==> config.mk <==
export PLATFORM = sky130hd
export DESIGN_NAME = obb_bridge
export DESIGN_NICKNAME = d
export VERILOG_FILES = /design/src/obb_pkg.sv /design/src/obb_delay_line.sv /design/src/obb_bridge.sv
export SDC_FILE = /design/constraint.sdc
export NUM_CORES = 1
export LEC_CHECK = 0
export BUFFER_PORTS_ARGS = -buffer_cell sky130_fd_sc_hd__clkbuf_2
export CAP_MARGIN = 15
export CORE_MARGIN = 2
export CORE_UTILIZATION = 35
export CTS_CLUSTER_DIAMETER = 200
export CTS_CLUSTER_SIZE = 20
export DETAILED_ROUTE_END_ITERATION = 12
export GPL_TIMING_DRIVEN = 0
export PLACE_DENSITY_LB_ADDON = 0.08
export REMOVE_ABC_BUFFERS = 1
export SETUP_SLACK_MARGIN = 0.1
export SYNTH_ARGS = -nofsm -noshare
export SYNTH_HDL_FRONTEND = slang
export SYNTH_SLANG_ARGS = --single-unit
==> constraint.sdc <==
create_clock -name clock_i -period 1.87 [get_ports clock_i]
set_clock_uncertainty 0.05 [all_clocks]
set_input_delay 0.0935 -clock clock_i [delete_from_list [all_inputs] [get_ports clock_i]]
set_output_delay 0.0935 -clock clock_i [all_outputs]
set_load 0.02 [all_outputs]
==> src/obb_pkg.sv <==
// Shared constants for the option bus buffer bridge
package obb_pkg;
  localparam logic [15:0] OPT_SPACE_LO     = 16'h1000;
  localparam logic [15:0] OPT_SPACE_HI     = 16'h7FFF;
  localparam logic [3:0]  ROM_PAGE_DIGIT   = 4'h1;
  localparam logic [11:0] PAGE_TOP_LO      = 12'hFFC;
  localparam int          CLK_PERIOD_NS    = 10;
  localparam int          PHASE_DELAY_NS   = 30;
  // More than the delay: one whole cycle beyond the printed figure
  localparam int          PHASE_DELAY_CYC  = PHASE_DELAY_NS / CLK_PERIOD_NS + 1;
  localparam int          READ_DELAY_TICKS = 2;
  localparam int          WRITE_DELAY_TICKS = 1;
  localparam logic [1:0]  CTRL_CLEAR_VAL   = 2'h3;
endpackage

==> src/obb_delay_line.sv <==
// Shift delay line with advance and synchronous clear
`timescale 1ns/1ns
`default_nettype none
module obb_delay_line #(
  parameter int         DEPTH   = 2,
  parameter int         WIDTH   = 1,
  parameter logic [WIDTH-1:0] CLR_VAL = '0
) (
  input  wire logic             clock_i,
  input  wire logic             nrst_i,
  input  wire logic             advance_i,
  input  wire logic             clear_i,
  input  wire logic [WIDTH-1:0] data_i,
  output logic      [WIDTH-1:0] first_o,
  output logic      [WIDTH-1:0] last_o
);
  typedef struct packed {
    logic [DEPTH-1:0][WIDTH-1:0] stage;
  } obb_dl_state_t;

  obb_dl_state_t s;
  obb_dl_state_t next_s;

  always_comb begin
    next_s = s;
    if (clear_i) begin
      for (int i = 0; i < DEPTH; i++) begin
        next_s.stage[i] = CLR_VAL;
      end
    end else if (advance_i) begin
      next_s.stage[0] = data_i;
      for (int i = 1; i < DEPTH; i++) begin
        next_s.stage[i] = s.stage[i-1];
      end
    end
  end

  always_ff @(posedge clock_i) begin
    if (!nrst_i) begin
      for (int i = 0; i < DEPTH; i++) begin
        s.stage[i] <= CLR_VAL;
      end
    end else begin
      s <= next_s;
    end
  end

  assign first_o = s.stage[0];
  assign last_o  = s.stage[DEPTH-1];
endmodule
`default_nettype wire

==> src/obb_bridge.sv <==
// Option bus buffer bridge: decode, ROM enable, bus timing, data buffer steering
`timescale 1ns/1ns
`default_nettype none
module obb_bridge
  import obb_pkg::*;
#(
  parameter int ADDR_W = 16
) (
  input  wire logic              clock_i,
  input  wire logic              nrst_i,
  input  wire logic [ADDR_W-1:0] addr_i,
  input  wire logic              valid_memory_access_i,
  input  wire logic              rd_wr_i,
  input  wire logic              phase_n_i,
  input  wire logic              reset_n_in_i,
  input  wire logic              ten_meg_clock_i,
  input  wire logic              rom_space_jumper_i,
  input  wire logic              nvm_clock_i,
  input  wire logic              mode_one_i,
  input  wire logic              mode_three_i,
  output logic                   option_space_select_o,
  output logic                   local_rom_space_n_o,
  output logic                   page_top_strobe_n_o,
  output logic                   rom_output_enable_n_o,
  output logic                   buffered_ten_meg_clock_o,
  output logic                   delayed_phase_clock_o,
  output logic                   opt_valid_memory_access_o,
  output logic                   opt_rd_wr_o,
  output logic      [ADDR_W-1:0] opt_addr_o,
  output logic                   opt_reset_n_o,
  output logic                   opt_phase_n_o,
  output logic                   buf_dir_o,
  output logic                   buf_en_n_o,
  output logic                   nvm_clock_o,
  output logic                   memory_mode_input_one_o,
  output logic                   memory_mode_input_three_o
);
  typedef struct packed {
    logic              ten_q;
    logic              ten_prev;
    logic              rw_q;
    logic              opt_sel;
    logic              rom_n;
    logic              top_n;
    logic              rom_oe_n;
    logic              dir;
    logic              en_n;
    logic              valid_mem;
    logic              rw;
    logic [ADDR_W-1:0] addr;
    logic              reset_n;
    logic              phase_n;
    logic              dphase_prev;
    logic              nvm_clk;
    logic              mode1;
    logic              mode3;
  } obb_state_t;

  obb_state_t s;
  obb_state_t next_s;

  logic       tick;
  logic       read_opt;
  logic       dphase;
  logic [1:0] ctrl_first;
  logic [1:0] ctrl_last;

  assign tick     = s.ten_q & ~s.ten_prev;
  assign read_opt = s.opt_sel & s.rw_q;

  // Delayed phase clock, runs on every system edge
  obb_delay_line #(
    .DEPTH   (PHASE_DELAY_CYC),
    .WIDTH   (1),
    .CLR_VAL (1'b0)
  ) u_phase_delay (
    .clock_i   (clock_i),
    .nrst_i    (nrst_i),
    .advance_i (1'b1),
    .clear_i   (1'b0),
    .data_i    (~s.phase_n),
    .first_o   (),
    .last_o    (dphase)
  );

  // Buffer control shifter: {direction, enable_n}, stepped by 10 MHz ticks
  obb_delay_line #(
    .DEPTH   (READ_DELAY_TICKS),
    .WIDTH   (2),
    .CLR_VAL (CTRL_CLEAR_VAL)
  ) u_ctrl_shift (
    .clock_i   (clock_i),
    .nrst_i    (nrst_i),
    .advance_i (tick),
    .clear_i   (~s.rom_oe_n),
    .data_i    ({~read_opt, s.phase_n}),
    .first_o   (ctrl_first),
    .last_o    (ctrl_last)
  );

  always_comb begin
    next_s          = s;
    next_s.ten_q    = ten_meg_clock_i;
    next_s.ten_prev = s.ten_q;
    next_s.rw_q     = rd_wr_i;
    next_s.opt_sel  = (addr_i >= OPT_SPACE_LO) && (addr_i <= OPT_SPACE_HI);
    next_s.rom_n    = ~(addr_i[15:12] == ROM_PAGE_DIGIT);
    next_s.top_n    = ~(addr_i[11:0] >= PAGE_TOP_LO);
    // Without the jumper the ROM stays off rather than answering everywhere
    next_s.rom_oe_n = rom_space_jumper_i ? next_s.rom_n : 1'b1;
    // Direction follows the two-tick delayed read condition
    next_s.dir      = ctrl_last[1];
    // Reads wait two ticks, writes one; any direction skew or ROM access
    // keeps drivers off so the bus never sees two drivers
    next_s.en_n     = (ctrl_last[1] ? ctrl_first[0] : ctrl_last[0])
                      | (ctrl_last[1] != ctrl_first[1])
                      | (ctrl_last[1] != s.dir)
                      | ~s.rom_oe_n;
    next_s.reset_n  = reset_n_in_i;
    next_s.phase_n  = phase_n_i;
    next_s.dphase_prev = dphase;
    if (dphase && !s.dphase_prev) begin
      next_s.valid_mem = valid_memory_access_i;
      next_s.rw   = rd_wr_i;
      next_s.addr = addr_i;
    end
    // Host chooses one memory by its clock; we only forward it
    next_s.nvm_clk  = nvm_clock_i;
    next_s.mode1    = mode_three_i;
    next_s.mode3    = mode_one_i;
  end

  always_ff @(posedge clock_i) begin
    if (!nrst_i) begin
      s         <= '0;
      s.rom_n   <= 1'b1;
      s.top_n   <= 1'b1;
      s.rom_oe_n <= 1'b1;
      s.dir     <= 1'b1;
      s.en_n    <= 1'b1;
      s.phase_n <= 1'b1;
    end else begin
      s <= next_s;
    end
  end

  assign option_space_select_o     = s.opt_sel;
  assign local_rom_space_n_o       = s.rom_n;
  assign page_top_strobe_n_o       = s.top_n;
  assign rom_output_enable_n_o     = s.rom_oe_n;
  assign buffered_ten_meg_clock_o  = s.ten_q;
  assign delayed_phase_clock_o     = dphase;
  assign opt_valid_memory_access_o = s.valid_mem;
  assign opt_rd_wr_o               = s.rw;
  assign opt_addr_o                = s.addr;
  assign opt_reset_n_o             = s.reset_n;
  assign opt_phase_n_o             = s.phase_n;
  assign buf_dir_o                 = s.dir;
  assign buf_en_n_o                = s.en_n;
  assign nvm_clock_o               = s.nvm_clk;
  assign memory_mode_input_one_o   = s.mode1;
  assign memory_mode_input_three_o = s.mode3;
endmodule
`default_nettype wire

==> flow_summary.toml, run 1 <==
[setup_path]
ff2ff_path_depth = 3
startpoint_type = "input pin"
cp-endpoint = "page_top_strobe_n_o"
r2r-end = "opt_addr_o[11]"
arrival_ns = 1.64
end_kind = "register"
cp_max_fo = 2
r2r_slack_ns = 0.39
r2r_start = "s[3]"
cp-startpoint = "addr_i[3]"
worst-setup-path-type = "in2reg"
required_ns = 1.99

[timing]
worstMarginPinSlew_ns = 0.825
worst_slack_ns = 0.352
setup_viol = 0
whs_ns = 0.0173
post-route-period-util_pct = 81.2
fin_crit_ns = 1.52
finalMaxSlewViolations = 0
hold_violations = 0
fmax_mhz = 659
finalSetupTns_ns = 0
rsz0062_at_grt = "false"
slew_headroom_pct = 45.0

[floorplanning]
coreArea_um2 = 4350
ioPinCount = 58
dieWidth_um = 71.4
dieArea_um2 = 5100
rows = 24
die_y_um = 71.4
initial_utilization_pct = 36.5

[global_route]
antenna_found_initial = 0
gr-usage-all-layers_pct = 12.3
overflow = 0
grt_pass1_wl_mm = 4.91
first_global_vias = 1093
grt_max_degree = 40

[power_and_ir_drop]
finalPower_w = 0.00177
p_switching_w = 0.000360
clkPwrFrac_pct = 40.6
peakVddDrop_mv = 0.400
power.density_nw_per_um2 = 842
switching_share_pct = 20.3
pwr-share-seq_pct = 51.1
pwr-share-comb_pct = 8.4
p_leak_nw = 0.887
p_int_w = 0.00141

[logic_synthesis]
syn_inst = 161
synth_area_leaders = "dfxtp_1 52%, buf_4 8.5%, nand2_1 7.8%"
syn-cell-area_um2 = 1590
ys_warn_count = 0
yosys.area.top_type = "dfxtp_1"
synth-seq-cells = 41
avgSynthCellArea_um2 = 9.87
yosysSeqAreaShare_pct = 51.7
synth.distinct_cells = 21
synth_top_cell_area_share_pct = 51.7

[outcome]
status = "completed"

[min_path]
hp-class = "in2reg"

[drt]
drt_wl_total_mm = 3.00
vias_per_cell = 4.44
avgRoutedWirePerCell_um = 10.8
final_antenna_net_count = 0
drtIter0Drc = 37
firstDrtPassIters = 4
drc = 0
num_vias = 1231

[finish]
antennaDiodeCount = 0
fin_util_pct = 48.3
synthToLayoutAreaGrowth_pct = 32.3
drive_gt1_share_pct = 37.3
final_nets = 251

[placement]
gp_congestion = 0.692
dp_slack_ns = 0.389
port_buffers = 57
hpwlAfterDp_mm = 2.02

[clock_tree]
numCtsBuffers = 5
clk_latency_ns = 0.28
cts_sinks = 41
cts_setup_buffers = 0
cts.path.max_buffers = 2
cts_tree = "done"
cts.clk_slew.worst_paths_ns = 0.07
cts_max_level = 2
cts-root-buf = "clkbuf_8"

[run]
cap_violations = 0
## cells by family after synthesis
| family | share of synthesized area, % |
|---|---|
| compound gates | 12.0 |
| flops | 51.7 |
| simple gates | 24.2 |
| mux | 0.630 |
| buf+inv | 11.6 |
## layer usage
| metal | track usage [%] | vias to the layer above | routed length [µm] | share of wire, % |
|---|---|---|---|---|
| li1 | - | 633 | - | - |
| met1 | 15.6 | 562 | 1410 | 47 |
| met2 | 18.7 | 34 | 1380 | 46 |
| met3 | 5.20 | 2 | 194 | 6.5 |
| met4 | 4.40 | 0 | 17 | 0.57 |
| met5 | 0 | - | 0 | 0 |
## synth_stat cells
| cell | count |
|---|---|
| and2_1 | 11 |
| buf_4 | 18 |
| mux2i_1 | 1 |
| o41ai_1 | 1 |
| a21boi_2 | 10 |
| nand4b_1 | 1 |
| clkbuf_1 | 2 |
| and2b_1 | 3 |
| buf_6 | 1 |
| a21boi_0 | 8 |
| nand2b_1 | 4 |
| nand2_2 | 10 |
| buf_12 | 1 |
| buf_2 | 2 |
| nand3_1 | 3 |
| o31a_1 | 1 |
| nor2_1 | 2 |
| dfxtp_1 | 41 |
| nand2_1 | 33 |
| nand4_1 | 7 |
| nor2b_1 | 1 |
## critical path: stages
cell	delay [ns]
dlygate4sd3_1	0.53
clkbuf_2	0.13
nand4_1	0.12
nor2_1	0.12
nand4_1	0.09
dlygate4sd3_1	0.55
## registers in the layout (all words and copies together), names as in the netlist
register and flops:
u_phase_delay.last_o 1, u_phase_delay.s 2, nvm_clock_o 1, u_ctrl_shift.last_o 2, buffered_ten_meg_clock_o 1, rom_output_enable_n_o 1, opt_valid_memory_access_o 1, option_space_select_o 1
buf_dir_o 1, memory_mode_input_one_o 1, opt_rd_wr_o 1, memory_mode_input_three_o 1, u_phase_delay.first_o 1, s 3, opt_reset_n_o 1, buf_en_n_o 1
opt_phase_n_o 1, u_ctrl_shift.first_o 2, opt_addr_o 16, local_rom_space_n_o 1, page_top_strobe_n_o 1
## cell usage in the layout (no fill, tap or decap), drive strengths merged
cell type    synthesis  routed
clkbuf               2      64
dlygate4sd3          0      23
nand2               43      43
nand2b               4       4
o41ai                1       1
bufinv               0       1
a21boi              18      18
and2                11      11
nand4b               1       1
nand4                7       7
o31a                 1       1
and2b                3       3
nor2                 2       2
nor2b                1       1
nand3                3       3
mux2i                1       1
dfxtp               41      41
## how the worst min path moves through the flow
stage               slack (ns)  startpoint                  end  cells after the start
finish                    0.02   addr_i[2]        opt_addr_o[2]                      3
floorplan                 0.12  addr_i[12]  local_rom_space_n_o                      1
CTS                      0.002  addr_i[14]       opt_addr_o[14]                      3
global route              0.01  addr_i[14]       opt_addr_o[14]                      3
detailed placement        0.23   phase_n_i        opt_phase_n_o                      2
global placement          0.23   phase_n_i        opt_phase_n_o                      2
## power by group through the flow
stage / sequential, W / clock [W] / combinational (W)
2_1_floorplan: 0.000940 / 0 / 0.0000365
3_3_place_gp: 0.000924 / 0 / 0.000112
3_5_place_dp: 0.000925 / 0 / 0.000115
4_1_cts: 0.000904 / 0.000745 / 0.000150
5_1_grt: 0.000907 / 0.000784 / 0.000163
6_report: 0.000904 / 0.000718 / 0.000148
## cell type report
cell class / instances / area [µm²]
Clock buffer: 7 / 86.3
Multi-Input combinational cell: 96 / 584
Tap cell: 52 / 65.1
Timing Repair Buffer: 80 / 515
Sequential cell: 41 / 821
Fill cell: 414 / 2250
Clock inverter: 1 / 30.0
## metrics by stage
| step | area (µm²) | instances |
|---|---|---|
| after CTS | 2100 | 277 |
| after floorplan | 1410 | 137 |
| after global routing | 2100 | 277 |
| after detailed placement | 1760 | 246 |
| after global placement | 1760 | 246 |
| final | 2100 | 277 |
## repair_timing
action                                 CTS  global route
resized for setup                        0             0
hold buffers                            23             0
endpoints found under the hold margin   23             0
Power figures use the tool's default switching activity.
==> run 2, diff against run 1 <==
Settings changed: ABC_AREA set to 1.
Clock period 1.87 ns to 1.4 ns, I/O delays scaled along.
==> flow_summary.toml, run 2 <==
[outcome]
status = "finished with violations"
violations = "hold timing"

[floorplanning]
ioPinCount = 58
coreArea_um2 = 4750
die_y_um = 74.6
dieArea_um2 = 5560
dieWidth_um = 74.6
initial_utilization_pct = 36.7
rows = 25

[timing]
finalMaxSlewViolations = 0
slew_headroom_pct = 53.5
fin_crit_ns = 1.23
whs_ns = -0.000318
fmax_mhz = 810
setup_viol = 0
post-route-period-util_pct = 88.2
finalSetupTns_ns = 0
worstMarginPinSlew_ns = 0.698
rsz0062_at_grt = "false"
hold_violations = 1

[logic_synthesis]
synth.distinct_cells = 15
syn-cell-area_um2 = 1740
synthArstFlopShare_pct = 0
synth_top_cell_area_share_pct = 47.1
synth_area_leaders = "dfxtp_1 47%, nand2_1 11%, buf_4 8.2%"
synth-seq-cells = 41
avgSynthCellArea_um2 = 7.62
synth_most_common_cell = "nand2_1"
synth_flop_cell = "dfxtp_1"
yosys.area.top_type = "dfxtp_1"
yosysSeqAreaShare_pct = 47.1
synth_common_cells = "51 x nand2_1, 41 x dfxtp_1, 37 x nor2_1, 24 x inv_1, 19 x buf_4"
syn_inst = 229
ys_warn_count = 0
synth-edff-count = 0

[global_route]
first_global_vias = 1303
grt_pass1_wl_mm = 5.77
overflow = 0
antenna_found_initial = 0
gr-usage-all-layers_pct = 13.7
grt_max_degree = 35

[setup_path]
required_ns = 1.54
cpLargestDelayFamily = "buffers and inverters"
cp_max_fo = 1
worst-setup-path-type = "in2reg"
arrival_ns = 1.37
slowest_stage = "dlygate4sd3_1"
max_stage_delay_ns = 0.60
crit_path_frequent_cell = "dlygate4sd3_1"
startpoint_type = "input pin"
end_kind = "register"
path_buf_inv = 3
worstPathCellList = "dlygate4sd3_1 > clkbuf_2 > nand4_1 > dlygate4sd3_1"

[finish]
final_common_cell = "clkbuf_2"
drive_gt1_share_pct = 35.8
fin_util_pct = 47.5
instances_no_fill = 355
largest_reg_flops = 16
final_nets = 314
synthToLayoutAreaGrowth_pct = 29.4
final_cell_mix = "57 x clkbuf_2, 51 x nand2_1, 40 x dfxtp_1, 37 x nor2_1, 24 x inv_1"
antennaDiodeCount = 0

[drt]
avgRoutedWirePerCell_um = 9.91
vias_per_cell = 4.10
drtIter0Drc = 33
drc = 0
final_antenna_net_count = 0
firstDrtPassIters = 4
drt_wl_total_mm = 3.52
num_vias = 1455

[placement]
dp.cells = 329
gp_congestion = 0.766
hpwlAfterDp_mm = 2.28
port_buffers = 57

[power_and_ir_drop]
p_int_w = 0.00202
p_leak_nw = 1.16
pwr-share-comb_pct = 8.9
p_switching_w = 0.000572
switching_share_pct = 22.1
pwr-share-seq_pct = 46.9
clkPwrFrac_pct = 44.1
power.density_nw_per_um2 = 1150
peakVddDrop_mv = 0.507

[clock_tree]
cts_sinks = 41
cts_max_level = 2
cts_tree = "done"
cts-root-buf = "clkbuf_8"
numCtsBuffers = 5
cts.path.max_buffers = 2
clk_latency_ns = 0.29
cts.clk_slew.worst_paths_ns = 0.09

[run]
cap_violations = 0

[min_path]
hp-class = "in2reg"
run 2: final timing paths:
path	start	endpoint	slack, ns	cells past startpoint
setup reg to reg	u_phase_delay.last_o	opt_addr_o[4]	0.30	5
hold reg to reg	u_phase_delay.s[2]	u_phase_delay.last_o	0.37	2
hold / removal	addr_i[7]	page_top_strobe_n_o	-0.0003	4
setup / recovery	rom_space_jumper_i	rom_output_enable_n_o	0.17	4
run 2: power by group through the flow:
stage                     clock, W  combinational (W)  sequential, W
after floorplan                  0          0.0000855        0.00127
after global placement           0           0.000201        0.00125
after detailed placement         0           0.000200        0.00125
after CTS                  0.00118           0.000233        0.00122
after global routing       0.00123           0.000265        0.00122
final                      0.00114           0.000232        0.00122
run 2: worst reg2reg max path: stages (launching register included):
cell	delay [ns]
dfxtp_4	0.45
inv_1	0.10
nor2_4	0.14
buf_12	0.15
nor2_1	0.05
nor2_2	0.09
run 2: area by class of cell:
| type | instances | area, µm² |
|---|---|---|
| clock buffers | 5 | 68.8 |
| flip-flops and latches | 41 | 825 |
| clock inverters | 3 | 68.8 |
| well taps | 67 | 83.8 |
| fillers | 524 | 2500 |
| repair buffers | 75 | 474 |
| multi-input cells | 127 | 598 |
| inverters | 37 | 139 |
run 2: cell families after synthesis:
kind of cell,count (synthesis),share of synthesized area [%]
compound gates,1,0.287
buf+inv,61,18.7
flops,41,47.1
simple gates,126,34.0
run 2: layer usage:
metal,global-route usage [%],wire (µm)
met5,0,0
met4,5.36,36
met3,3.79,143
met2,22.0,1710
met1,17.4,1630
run 2: repair_timing:
item	in CTS	in global routing
buffers inserted	2	1
pin swaps	1	0
hold buffers	15	0
endpoints found under the setup margin	19	4
gates resized for setup	2	0
hold endpoints to repair	11	0
run 2: stage by stage:
step	cell area [µm²]	total power (W)	hold slack (ns)	setup slack, ns
2_1_floorplan	1560	0.00135	0.104	-0.205
6_report	2260	0.00259	-0.000318	0.166
5_1_grt	2260	0.00272	0.0300	0.109
3_5_place_dp	1930	0.00145	0.213	-0.502
3_3_place_gp	1930	0.00145	0.210	-0.493
4_1_cts	2250	0.00263	0.00197	0.168
